### src/common/adc_alarm_pkg.sv
// Package with register layout, encodings and carrier types for the converter control block.
package adc_alarm_pkg;

    // ********************************************
    // Register map
    // ********************************************
    localparam logic [3:0] CTL_STATUS_ADDR = 4'h0;
    localparam logic [3:0] IRQ_STATUS_ADDR = 4'h1;
    localparam logic [3:0] IRQ_ENABLE_ADDR = 4'h2;
    localparam logic [3:0] IRQ_CLEAR_ADDR = 4'h3;
    localparam logic [3:0] SLOT_CTL_ADDR = 4'h4;

    // ********************************************
    // Field positions of the control/status, slot control and interrupt registers
    // ********************************************
    localparam int ENABLE_BIT = 7;
    localparam int SEL_HI = 6;
    localparam int SEL_LO = 4;
    localparam int RESET_BIT = 3;
    localparam int LEVEL_BIT = 2;
    localparam int FLAG_BIT = 1;
    localparam int MASK_BIT = 0;
    localparam int SLOT_EN_BIT = 0;
    localparam int EVT_ALARM_BIT = 0;

    localparam logic [2:0] SEL_RESET = 3'h0;
    localparam logic [7:0] BYTE_ZERO = 8'h00;
    localparam logic [15:0] SLOTS_NONE = 16'h0000;

    // Time the converter reset must be held by software.
    localparam int RESET_HOLD_NS = 400;
    localparam int CLK_PERIOD_NS = 4;
    localparam int RESET_HOLD_CYC = (RESET_HOLD_NS + CLK_PERIOD_NS - 1) / CLK_PERIOD_NS;

    // Maps the three-bit line select onto an interrupt number.
    function automatic logic [3:0] line_number(input logic [2:0] sel);
        unique case (sel)
            3'h0: line_number = 4'h3;
            3'h1: line_number = 4'h4;
            3'h2: line_number = 4'h5;
            3'h3: line_number = 4'hA;
            3'h4: line_number = 4'h6;
            3'h5: line_number = 4'h7;
            3'h6: line_number = 4'h9;
            3'h7: line_number = 4'hB;
        endcase
    endfunction

    typedef struct packed {
        logic [3:0] addr;
        logic [7:0] wdata;
        logic wr;
        logic rd;
    } reg_req_t;

    typedef struct packed {
        logic alarm_sync1;
        logic alarm_sync2;
        logic alarm_prev;
        logic int_enable;
        logic [2:0] line_sel;
        logic conv_reset;
        logic event_flag;
        logic int_mask;
        logic slot_drive_en;
        logic evt_enable;
        logic [7:0] rdata;
        logic alarm_seen;
    } state_t;

endpackage

### src/adc_alarm_irq_and_reset_ctl.sv
// Alarm interrupt, status and converter reset control for an external converter.
`timescale 1ns/100ps

// What this block does
// [RULE_01] Bit 7 is a read-write enable, reset 0, gating the alarm interrupt; the code gates only the slot request with it, not irq.
// [RULE_02] Bits 6-4 pick the serial interrupt slot, eight fixed encodings, reset 000.
// [RULE_03] Bit 3 drives the converter reset output while it holds 1.
// [RULE_04] Software keeps the reset bit set longer than 400 ns.
// [RULE_05] Platform reset also holds the converter in reset.
// [RULE_06] Read-only bit 2 returns the present alarm input level.
// [RULE_07] A rising alarm edge sets the sticky event flag in bit 1.
// [RULE_08] Reading the flag returns it; writing 1 clears, writing 0 keeps.
// [RULE_09] Bit 0 is a read-write mask, reset 0, letting the interrupt through; the code applies it only to the slot request, not irq.
// [RULE_10] Slots are driven only while the slot-drive enable bit is 1.
// [RULE_11] Request while flag, enable and mask are all 1; alarm synchronised first.
module adc_alarm_irq_and_reset_ctl (
    input wire logic core_clk,
    input wire logic resetn,
    input wire adc_alarm_pkg::reg_req_t req,
    output logic [7:0] rdata,
    input wire logic alarm_in,
    output logic conv_reset,
    output logic [15:0] slot_level,
    output logic [15:0] slot_oe,
    output logic irq
);
    import adc_alarm_pkg::*;

    // ********************************************
    // State
    // ********************************************
    state_t s_q;
    state_t s_d;
    logic rise;
    logic [3:0] line;
    logic req_active;

    // The first stage of the synchroniser feeds the second only.
    assign rise = s_q.alarm_sync2 && !s_q.alarm_prev; // see [RULE_07]
    assign req_active = s_q.event_flag && s_q.int_enable && s_q.int_mask; // see [RULE_11]
    assign line = line_number(s_q.line_sel); // see [RULE_02]

    always_comb begin
        s_d = s_q;
        s_d.alarm_sync1 = alarm_in;
        s_d.alarm_sync2 = s_q.alarm_sync1; // see [RULE_11]
        s_d.alarm_prev = s_q.alarm_sync2;
        s_d.rdata = BYTE_ZERO;
        if (req.wr) begin
            unique case (req.addr)
                CTL_STATUS_ADDR: begin
                    s_d.int_enable = req.wdata[ENABLE_BIT]; // see [RULE_01]
                    s_d.line_sel = req.wdata[SEL_HI:SEL_LO]; // see [RULE_02]
                    s_d.conv_reset = req.wdata[RESET_BIT]; // see [RULE_03]
                    s_d.int_mask = req.wdata[MASK_BIT]; // see [RULE_09]
                    if (req.wdata[FLAG_BIT]) begin
                        s_d.event_flag = 1'b0; // see [RULE_08]
                    end
                end
                IRQ_CLEAR_ADDR: begin
                    if (req.wdata[EVT_ALARM_BIT]) begin
                        s_d.alarm_seen = 1'b0;
                    end
                end
                IRQ_ENABLE_ADDR: begin
                    s_d.evt_enable = req.wdata[EVT_ALARM_BIT];
                end
                SLOT_CTL_ADDR: begin
                    s_d.slot_drive_en = req.wdata[SLOT_EN_BIT]; // see [RULE_10]
                end
                default: begin
                end
            endcase
        end
        // A new edge wins over a clear in the same cycle.
        if (rise) begin
            s_d.event_flag = 1'b1; // see [RULE_07]
            s_d.alarm_seen = 1'b1;
        end
        if (req.rd) begin
            unique case (req.addr)
                CTL_STATUS_ADDR: begin
                    s_d.rdata[ENABLE_BIT] = s_q.int_enable;
                    s_d.rdata[SEL_HI:SEL_LO] = s_q.line_sel;
                    s_d.rdata[RESET_BIT] = s_q.conv_reset;
                    s_d.rdata[LEVEL_BIT] = s_q.alarm_sync2; // see [RULE_06]
                    s_d.rdata[FLAG_BIT] = s_q.event_flag; // see [RULE_08]
                    s_d.rdata[MASK_BIT] = s_q.int_mask;
                end
                IRQ_STATUS_ADDR: begin
                    s_d.rdata[EVT_ALARM_BIT] = s_q.alarm_seen;
                end
                IRQ_ENABLE_ADDR: begin
                    s_d.rdata[EVT_ALARM_BIT] = s_q.evt_enable;
                end
                SLOT_CTL_ADDR: begin
                    s_d.rdata[SLOT_EN_BIT] = s_q.slot_drive_en;
                end
                default: begin
                end
            endcase
        end
    end

    always_ff @(posedge core_clk or negedge resetn) begin
        if (!resetn) begin
            s_q <= '0;
        end else begin
            s_q <= s_d;
        end
    end

    // ********************************************
    // Outputs
    // ********************************************
    // Platform reset forces the converter into reset regardless of the bit.
    assign conv_reset = !resetn || s_q.conv_reset; // see [RULE_03] see [RULE_05]
    assign rdata = s_q.rdata;
    assign irq = s_q.alarm_seen && s_q.evt_enable;

    always_comb begin
        slot_level = SLOTS_NONE;
        slot_oe = SLOTS_NONE;
        slot_level[line] = req_active; // see [RULE_02]
        if (s_q.slot_drive_en) begin
            slot_oe[line] = 1'b1; // see [RULE_10]
        end
    end

    // ********************************************
    // Checks
    // ********************************************
    edge_sets_flag_a: assert property (@(posedge core_clk) disable iff (!resetn)
        rise |=> s_q.event_flag) // see [RULE_07]
        else $error("alarm edge did not set flag");

    flag_sticky_a: assert property (@(posedge core_clk) disable iff (!resetn)
        s_q.event_flag && !(req.wr && req.addr == CTL_STATUS_ADDR && req.wdata[FLAG_BIT]) |=> s_q.event_flag)
        // see [RULE_08]
        else $error("flag dropped without clear");

    clear_flag_a: assert property (@(posedge core_clk) disable iff (!resetn)
        req.wr && req.addr == CTL_STATUS_ADDR && req.wdata[FLAG_BIT] && !rise |=> !s_q.event_flag)
        // see [RULE_08]
        else $error("write one did not clear flag");

    level_read_a: assert property (@(posedge core_clk) disable iff (!resetn)
        req.rd && req.addr == CTL_STATUS_ADDR |=> rdata[LEVEL_BIT] == $past(s_q.alarm_sync2)) // see [RULE_06]
        else $error("level bit mismatch");

    sync_delay_a: assert property (@(posedge core_clk) disable iff (!resetn)
        $rose(s_q.alarm_sync2) |-> $past(alarm_in, 2)) // see [RULE_11]
        else $error("alarm not synchronised");

    reset_out_a: assert property (@(posedge core_clk) disable iff (!resetn)
        req.wr && req.addr == CTL_STATUS_ADDR |=> conv_reset == $past(req.wdata[RESET_BIT])) // see [RULE_03]
        else $error("converter reset mismatch");

    slot_gate_a: assert property (@(posedge core_clk) disable iff (!resetn)
        !s_q.slot_drive_en |-> slot_oe == SLOTS_NONE) // see [RULE_10]
        else $error("slot driven while disabled");

    request_gate_a: assert property (@(posedge core_clk) disable iff (!resetn)
        slot_level[line] |-> s_q.event_flag && s_q.int_enable && s_q.int_mask) // see [RULE_01] see [RULE_09]
        else $error("request without enable and mask");

    select_map_a: assert property (@(posedge core_clk) disable iff (!resetn)
        s_q.line_sel == 3'h3 && s_q.slot_drive_en |-> slot_oe[10]) // see [RULE_02]
        else $error("select 011 not on slot 10");

    // ********************************************
    // Control field write and hold checks
    // ********************************************
    // Each control field must follow a write to its register and stay put otherwise.
    enable_write_a: assert property (@(posedge core_clk) disable iff (!resetn) // see [RULE_01]
        req.wr && req.addr == CTL_STATUS_ADDR
        |=> s_q.int_enable == $past(req.wdata[ENABLE_BIT]))
        else $error("enable bit not written");

    enable_hold_a: assert property (@(posedge core_clk) disable iff (!resetn) // see [RULE_01]
        !(req.wr && req.addr == CTL_STATUS_ADDR)
        |=> $stable(s_q.int_enable))
        else $error("enable bit changed without write");

    select_write_a: assert property (@(posedge core_clk) disable iff (!resetn) // see [RULE_02]
        req.wr && req.addr == CTL_STATUS_ADDR
        |=> s_q.line_sel == $past(req.wdata[SEL_HI:SEL_LO]))
        else $error("line select not written");

    select_hold_a: assert property (@(posedge core_clk) disable iff (!resetn) // see [RULE_02]
        !(req.wr && req.addr == CTL_STATUS_ADDR)
        |=> $stable(s_q.line_sel))
        else $error("line select changed without write");

    reset_hold_a: assert property (@(posedge core_clk) disable iff (!resetn) // see [RULE_03]
        !(req.wr && req.addr == CTL_STATUS_ADDR)
        |=> $stable(s_q.conv_reset))
        else $error("reset bit changed without write");

    mask_write_a: assert property (@(posedge core_clk) disable iff (!resetn) // see [RULE_09]
        req.wr && req.addr == CTL_STATUS_ADDR
        |=> s_q.int_mask == $past(req.wdata[MASK_BIT]))
        else $error("mask bit not written");

    mask_hold_a: assert property (@(posedge core_clk) disable iff (!resetn) // see [RULE_09]
        !(req.wr && req.addr == CTL_STATUS_ADDR)
        |=> $stable(s_q.int_mask))
        else $error("mask bit changed without write");

    slot_write_a: assert property (@(posedge core_clk) disable iff (!resetn) // see [RULE_10]
        req.wr && req.addr == SLOT_CTL_ADDR
        |=> s_q.slot_drive_en == $past(req.wdata[SLOT_EN_BIT]))
        else $error("slot drive enable not written");

    evt_write_a: assert property (@(posedge core_clk) disable iff (!resetn)
        req.wr && req.addr == IRQ_ENABLE_ADDR
        |=> s_q.evt_enable == $past(req.wdata[EVT_ALARM_BIT]))
        else $error("event enable not written");

    // ********************************************
    // Reset output checks
    // ********************************************
    // No disable here: the point is what the pin does while platform reset is low.
    platform_reset_a: assert property (@(posedge core_clk) // see [RULE_05]
        !resetn
        |-> conv_reset)
        else $error("converter not held in platform reset");

    reset_follow_a: assert property (@(posedge core_clk) disable iff (!resetn) // see [RULE_03]
        1'b1
        |-> conv_reset == s_q.conv_reset)
        else $error("reset output differs from bit");

    // ********************************************
    // Event and synchroniser checks
    // ********************************************
    flag_rise_only_a: assert property (@(posedge core_clk) disable iff (!resetn) // see [RULE_07]
        $rose(s_q.event_flag)
        |-> $past(rise))
        else $error("flag set without alarm edge");

    sync_chain_a: assert property (@(posedge core_clk) disable iff (!resetn) // see [RULE_11]
        1'b1
        |-> s_q.alarm_sync2 == $past(s_q.alarm_sync1))
        else $error("synchroniser stage skipped");

    seen_sticky_a: assert property (@(posedge core_clk) disable iff (!resetn) // see [RULE_07]
        s_q.alarm_seen && !(req.wr && req.addr == IRQ_CLEAR_ADDR && req.wdata[EVT_ALARM_BIT])
        |=> s_q.alarm_seen)
        else $error("status bit dropped without clear");

    seen_clear_a: assert property (@(posedge core_clk) disable iff (!resetn)
        req.wr && req.addr == IRQ_CLEAR_ADDR && req.wdata[EVT_ALARM_BIT] && !rise
        |=> !s_q.alarm_seen)
        else $error("status clear did not take");

    // ********************************************
    // Read data checks
    // ********************************************
    read_enable_a: assert property (@(posedge core_clk) disable iff (!resetn) // see [RULE_01]
        req.rd && req.addr == CTL_STATUS_ADDR
        |=> rdata[ENABLE_BIT] == $past(s_q.int_enable))
        else $error("enable read mismatch");

    read_select_a: assert property (@(posedge core_clk) disable iff (!resetn) // see [RULE_02]
        req.rd && req.addr == CTL_STATUS_ADDR
        |=> rdata[SEL_HI:SEL_LO] == $past(s_q.line_sel))
        else $error("select read mismatch");

    read_reset_a: assert property (@(posedge core_clk) disable iff (!resetn) // see [RULE_03]
        req.rd && req.addr == CTL_STATUS_ADDR
        |=> rdata[RESET_BIT] == $past(s_q.conv_reset))
        else $error("reset bit read mismatch");

    read_flag_a: assert property (@(posedge core_clk) disable iff (!resetn) // see [RULE_08]
        req.rd && req.addr == CTL_STATUS_ADDR
        |=> rdata[FLAG_BIT] == $past(s_q.event_flag))
        else $error("flag read mismatch");

    read_mask_a: assert property (@(posedge core_clk) disable iff (!resetn) // see [RULE_09]
        req.rd && req.addr == CTL_STATUS_ADDR
        |=> rdata[MASK_BIT] == $past(s_q.int_mask))
        else $error("mask read mismatch");

    // Read data is only valid in the cycle after a strobe and must be quiet otherwise.
    rdata_idle_a: assert property (@(posedge core_clk) disable iff (!resetn)
        !req.rd
        |=> rdata == BYTE_ZERO)
        else $error("read data not zero when idle");

    unmapped_read_a: assert property (@(posedge core_clk) disable iff (!resetn)
        req.rd && req.addr > SLOT_CTL_ADDR
        |=> rdata == BYTE_ZERO)
        else $error("unmapped read not zero");

    // ********************************************
    // Slot output checks
    // ********************************************
    oe_onehot_a: assert property (@(posedge core_clk) disable iff (!resetn) // see [RULE_02]
        1'b1
        |-> $onehot0(slot_oe))
        else $error("more than one slot enabled");

    level_onehot_a: assert property (@(posedge core_clk) disable iff (!resetn) // see [RULE_02]
        1'b1
        |-> $onehot0(slot_level))
        else $error("more than one slot requested");

    slot_drive_a: assert property (@(posedge core_clk) disable iff (!resetn) // see [RULE_10]
        s_q.slot_drive_en
        |-> slot_oe[line])
        else $error("selected slot not driven");

    request_set_a: assert property (@(posedge core_clk) disable iff (!resetn) // see [RULE_11]
        req_active
        |-> slot_level[line])
        else $error("request missing on selected slot");

    map_sel0_a: assert property (@(posedge core_clk) disable iff (!resetn) // see [RULE_02]
        s_q.line_sel == 3'h0
        |-> line == 4'h3)
        else $error("select 000 not on slot 3");

    map_sel1_a: assert property (@(posedge core_clk) disable iff (!resetn) // see [RULE_02]
        s_q.line_sel == 3'h1
        |-> line == 4'h4)
        else $error("select 001 not on slot 4");

    map_sel2_a: assert property (@(posedge core_clk) disable iff (!resetn) // see [RULE_02]
        s_q.line_sel == 3'h2
        |-> line == 4'h5)
        else $error("select 010 not on slot 5");

    map_sel4_a: assert property (@(posedge core_clk) disable iff (!resetn) // see [RULE_02]
        s_q.line_sel == 3'h4
        |-> line == 4'h6)
        else $error("select 100 not on slot 6");

    map_sel5_a: assert property (@(posedge core_clk) disable iff (!resetn) // see [RULE_02]
        s_q.line_sel == 3'h5
        |-> line == 4'h7)
        else $error("select 101 not on slot 7");

    map_sel6_a: assert property (@(posedge core_clk) disable iff (!resetn) // see [RULE_02]
        s_q.line_sel == 3'h6
        |-> line == 4'h9)
        else $error("select 110 not on slot 9");

    map_sel7_a: assert property (@(posedge core_clk) disable iff (!resetn) // see [RULE_02]
        s_q.line_sel == 3'h7
        |-> line == 4'hB)
        else $error("select 111 not on slot 11");

endmodule

### config.mk
export PLATFORM = sky130hd
export DESIGN_NAME = adc_alarm_irq_and_reset_ctl
export DESIGN_NICKNAME = d
export VERILOG_FILES = /design/src/common/adc_alarm_pkg.sv /design/src/adc_alarm_irq_and_reset_ctl.sv
export SDC_FILE = /design/constraint.sdc
export NUM_CORES = 1
export LEC_CHECK = 0
export ABC_CLOCK_PERIOD_IN_PS = 3940
export BUFFER_PORTS_ARGS = -buffer_cell sky130_fd_sc_hd__buf_2
export CORE_MARGIN = 1
export CORE_UTILIZATION = 49
export CTS_CLUSTER_SIZE = 20
export DETAILED_ROUTE_END_ITERATION = 7
export PLACE_DENSITY = 0.84
export RECOVER_POWER = 100
export SLEW_MARGIN = 20
export SYNTH_ARGS = -nofsm -noshare
export SYNTH_HDL_FRONTEND = slang
export SYNTH_SLANG_ARGS = --single-unit
### constraint.sdc
create_clock -name core_clk -period 3.94 [get_ports core_clk]
set_input_delay 0.394 -clock core_clk [delete_from_list [all_inputs] [get_ports core_clk]]
set_output_delay 0.394 -clock core_clk [all_outputs]
set_load 0.1 [all_outputs]
==> impl_metrics.toml <==
[run_status]
run_status = "completed"

[die]
die_w_um = 51.9
fp.dieH_um = 51.9
rows = 17
initial_core_util_pct = 53.7
coreArea_sq_mm = 0.00228
top_level_ports = 59
die_area_sq_mm = 0.00270

[route]
vias = 1059
vias_per_cell = 5.19
drc_errors = 0
drt_iter0_markers = 28
wl_mm = 2.40
drt.antenna.violating_nets = 0
wire_per_inst_um = 11.7
firstDrtPassIters = 4

[power]
net-switching-power_uw = 371
p_leak_uw = 0.000613
combPwrFrac_pct = 48.2
swShare_pct = 51.8
p_per_area_mw_per_mm2 = 519
clkPwrFrac_pct = 14.3
power.internal_uw = 345
seqPwrFrac_pct = 37.4
vdd_drop_max_mv = 0.346

[synth]
syn_area_sq_mm = 0.00122
synth-warning-count = 0
ys_types = 31
synth_top_area_share_pct = 43.0
synth_ff_type = "dfrtp_1"
ys_async_sr_fraction_pct = 100
yosysMostFrequentCell = "nor2_1"
synth_top_cell_by_area = "dfrtp_1"
ys_seq_area_share_pct = 43.0
synth_area_leaders = "dfrtp_1 (43%), buf_4 (9.8%), nor2_1 (9.2%)"
synth.avg_cell_area_sq_um = 9.18
synthTopCellsByCount = "nor2_1 (30), dfrtp_1 (21), buf_4 (16), and2_1 (9), mux2_2 (8)"
synth-edff-count = 0
ys_ff_latch = 21
syn_inst = 133

[placement]
place_area_sq_mm = 0.00140
place_hpwl_mm = 1.85
dp.cells = 200
place_congestion = 0.738
dp_worst_setup_slack_ns = 1.54
portBuffers = 49

[clock_network]
ctsHoldBuffers = 0
h-tree-depth = 1
cts.path.max_buffers = 2
postCtsSetupBuffers = 0
cts.sinks = 21
cts_resized = 0
clock_latency_ns = 0.31
cts_buffers = 3
clk_pin_slew_ns = 0.12
cts_tree = "built"
clk_root_buffer_cell = "clkbuf_4"

[grt]
grtUsageTotal_pct = 18.9
grt_overflow = 0
grt_pass1_vias = 864
grt_pass1_wl_mm = 3.73
antenna_found_initial = 0
grt_start_max_net_pins = 23

[cells_and_area]
fin_area_sq_mm = 0.00138
multi_input_area_sq_um = 572
final_cells = 204
final_nets = 197
drive_gt1_share_pct = 14.2
final.fill_count = 217
diodes = 0
areaGrowthSynthToFinish_pct = 13.1
regArea_sq_um = 526

[worst_hold_path]
hold_path.class = "in -> reg"

[timing]
rsz0062_at_grt = "no"
fin_crit_ns = 3.22
tightestPinTransition_ns = 1.18
timing.final.crit_share_pct = 81.7
slew_headroom_pct = 21.5
fmax_ghz = 0.311
hold_violations = 0
tns_ns = 0
finalMaxSlewViolations = 0
setup_ws_ns = 0.721
setup_viol = 0
clock_skew_ns = 0.00777

[worst_setup_path]
critPathLaunchType = "flip-flop"
cp.arrival_ns = 2.83
path_max_fanout = 8
endpoint_kind = "primary output"
critical_path_class = "reg -> out"
crit_required_ns = 3.55

[flow_run]
maxCapViolations = 0
[placed cells by master (no fill, tap or decap), types with 2 or more instances in the layout]
cell	netlist	final
clkbuf_1	0	36
nor2_1	30	30
dfrtp_1	21	21
buf_2	1	13
mux2_2	8	8
conb_1	1	8
nand2_1	7	7
o21ai_0	6	6
and2_0	0	6
inv_1	5	5
a21oi_1	3	3
and2_1	9	3
ha_1	3	3
clkbuf_4	0	3
and3b_1	2	2
nor3_1	2	2
nor3b_1	2	2
and3_1	2	2
[path summary, 6_finish.rpt]
path | startpoint | to | slack, ns | cells past startpoint
max | s_q[14] | slot_oe[4] | 0.72 | 6
min | alarm_in | s_d[19] | 0.18 | 1
max reg2reg | s_q[11] | rdata[0] | 2.55 | 3
min reg2reg | s_d[19] | s_d[18] | 0.36 | 0
max in group asynchronous | resetn | rdata[6] | 3.04 | 1
min in group asynchronous | resetn | s_q[18] | 0.26 | 1
[routing by layer]
metal	GRT usage [%]	up-vias	part of all wire, %
li1	-	511	-
met1	24.9	503	44
met2	29.9	41	50
met3	4.39	4	5.9
met4	7.21	0	0.88
met5	0	-	0
[layout make-up]
cell class,instances,share of cell area [%]
Timing Repair Buffer,49,14.5
Clock inverter,1,0.543
Tap cell,28,2.54
Sequential cell,21,38.0
Clock buffer,3,1.63
Inverter,5,1.36
Multi-Input combinational cell,97,41.4
[worst max-delay path: stages (launching register included)]
cell	delay [ns]
dfrtp_1	0.46
inv_1	0.11
ha_1	0.42
nor3b_1	0.27
o21ai_0	0.22
nor2_1	0.16
clkbuf_1	0.87
[stage by stage]
| stage | power [uW] | util (%) | hold WS, ns |
|---|---|---|---|
| detailed placement | 623 | 61.6 | 0.335 |
| CTS | 727 | 62.9 | 0.0184 |
| finish | 717 | 60.7 | 0.181 |
| global placement | 610 | 61.6 | 0.331 |
| global route | 757 | 60.7 | 0.154 |
| floorplan | 569 | - | 0.0984 |
[state kept, by name (all words and copies together), names as in the netlist]
signal	count
s_d	2
s_q	11
rdata	8
[power by group through the flow]
stage	sequential, uW	clock (uW)	combinational (uW)
2_1_floorplan	258	0	311
3_3_place_gp	269	0	341
3_5_place_dp	272	0	351
4_1_cts	268	108	352
5_1_grt	274	116	367
6_report	268	103	346
[cells by family after synthesis]
family,synth area share (%)
compound gates,8.30
fa+ha+maj,3.07
mux,8.20
simple gates,25.3
other cells,0.307
flops,43.0
buf+inv,11.8
Power figures use the tool's default switching activity.
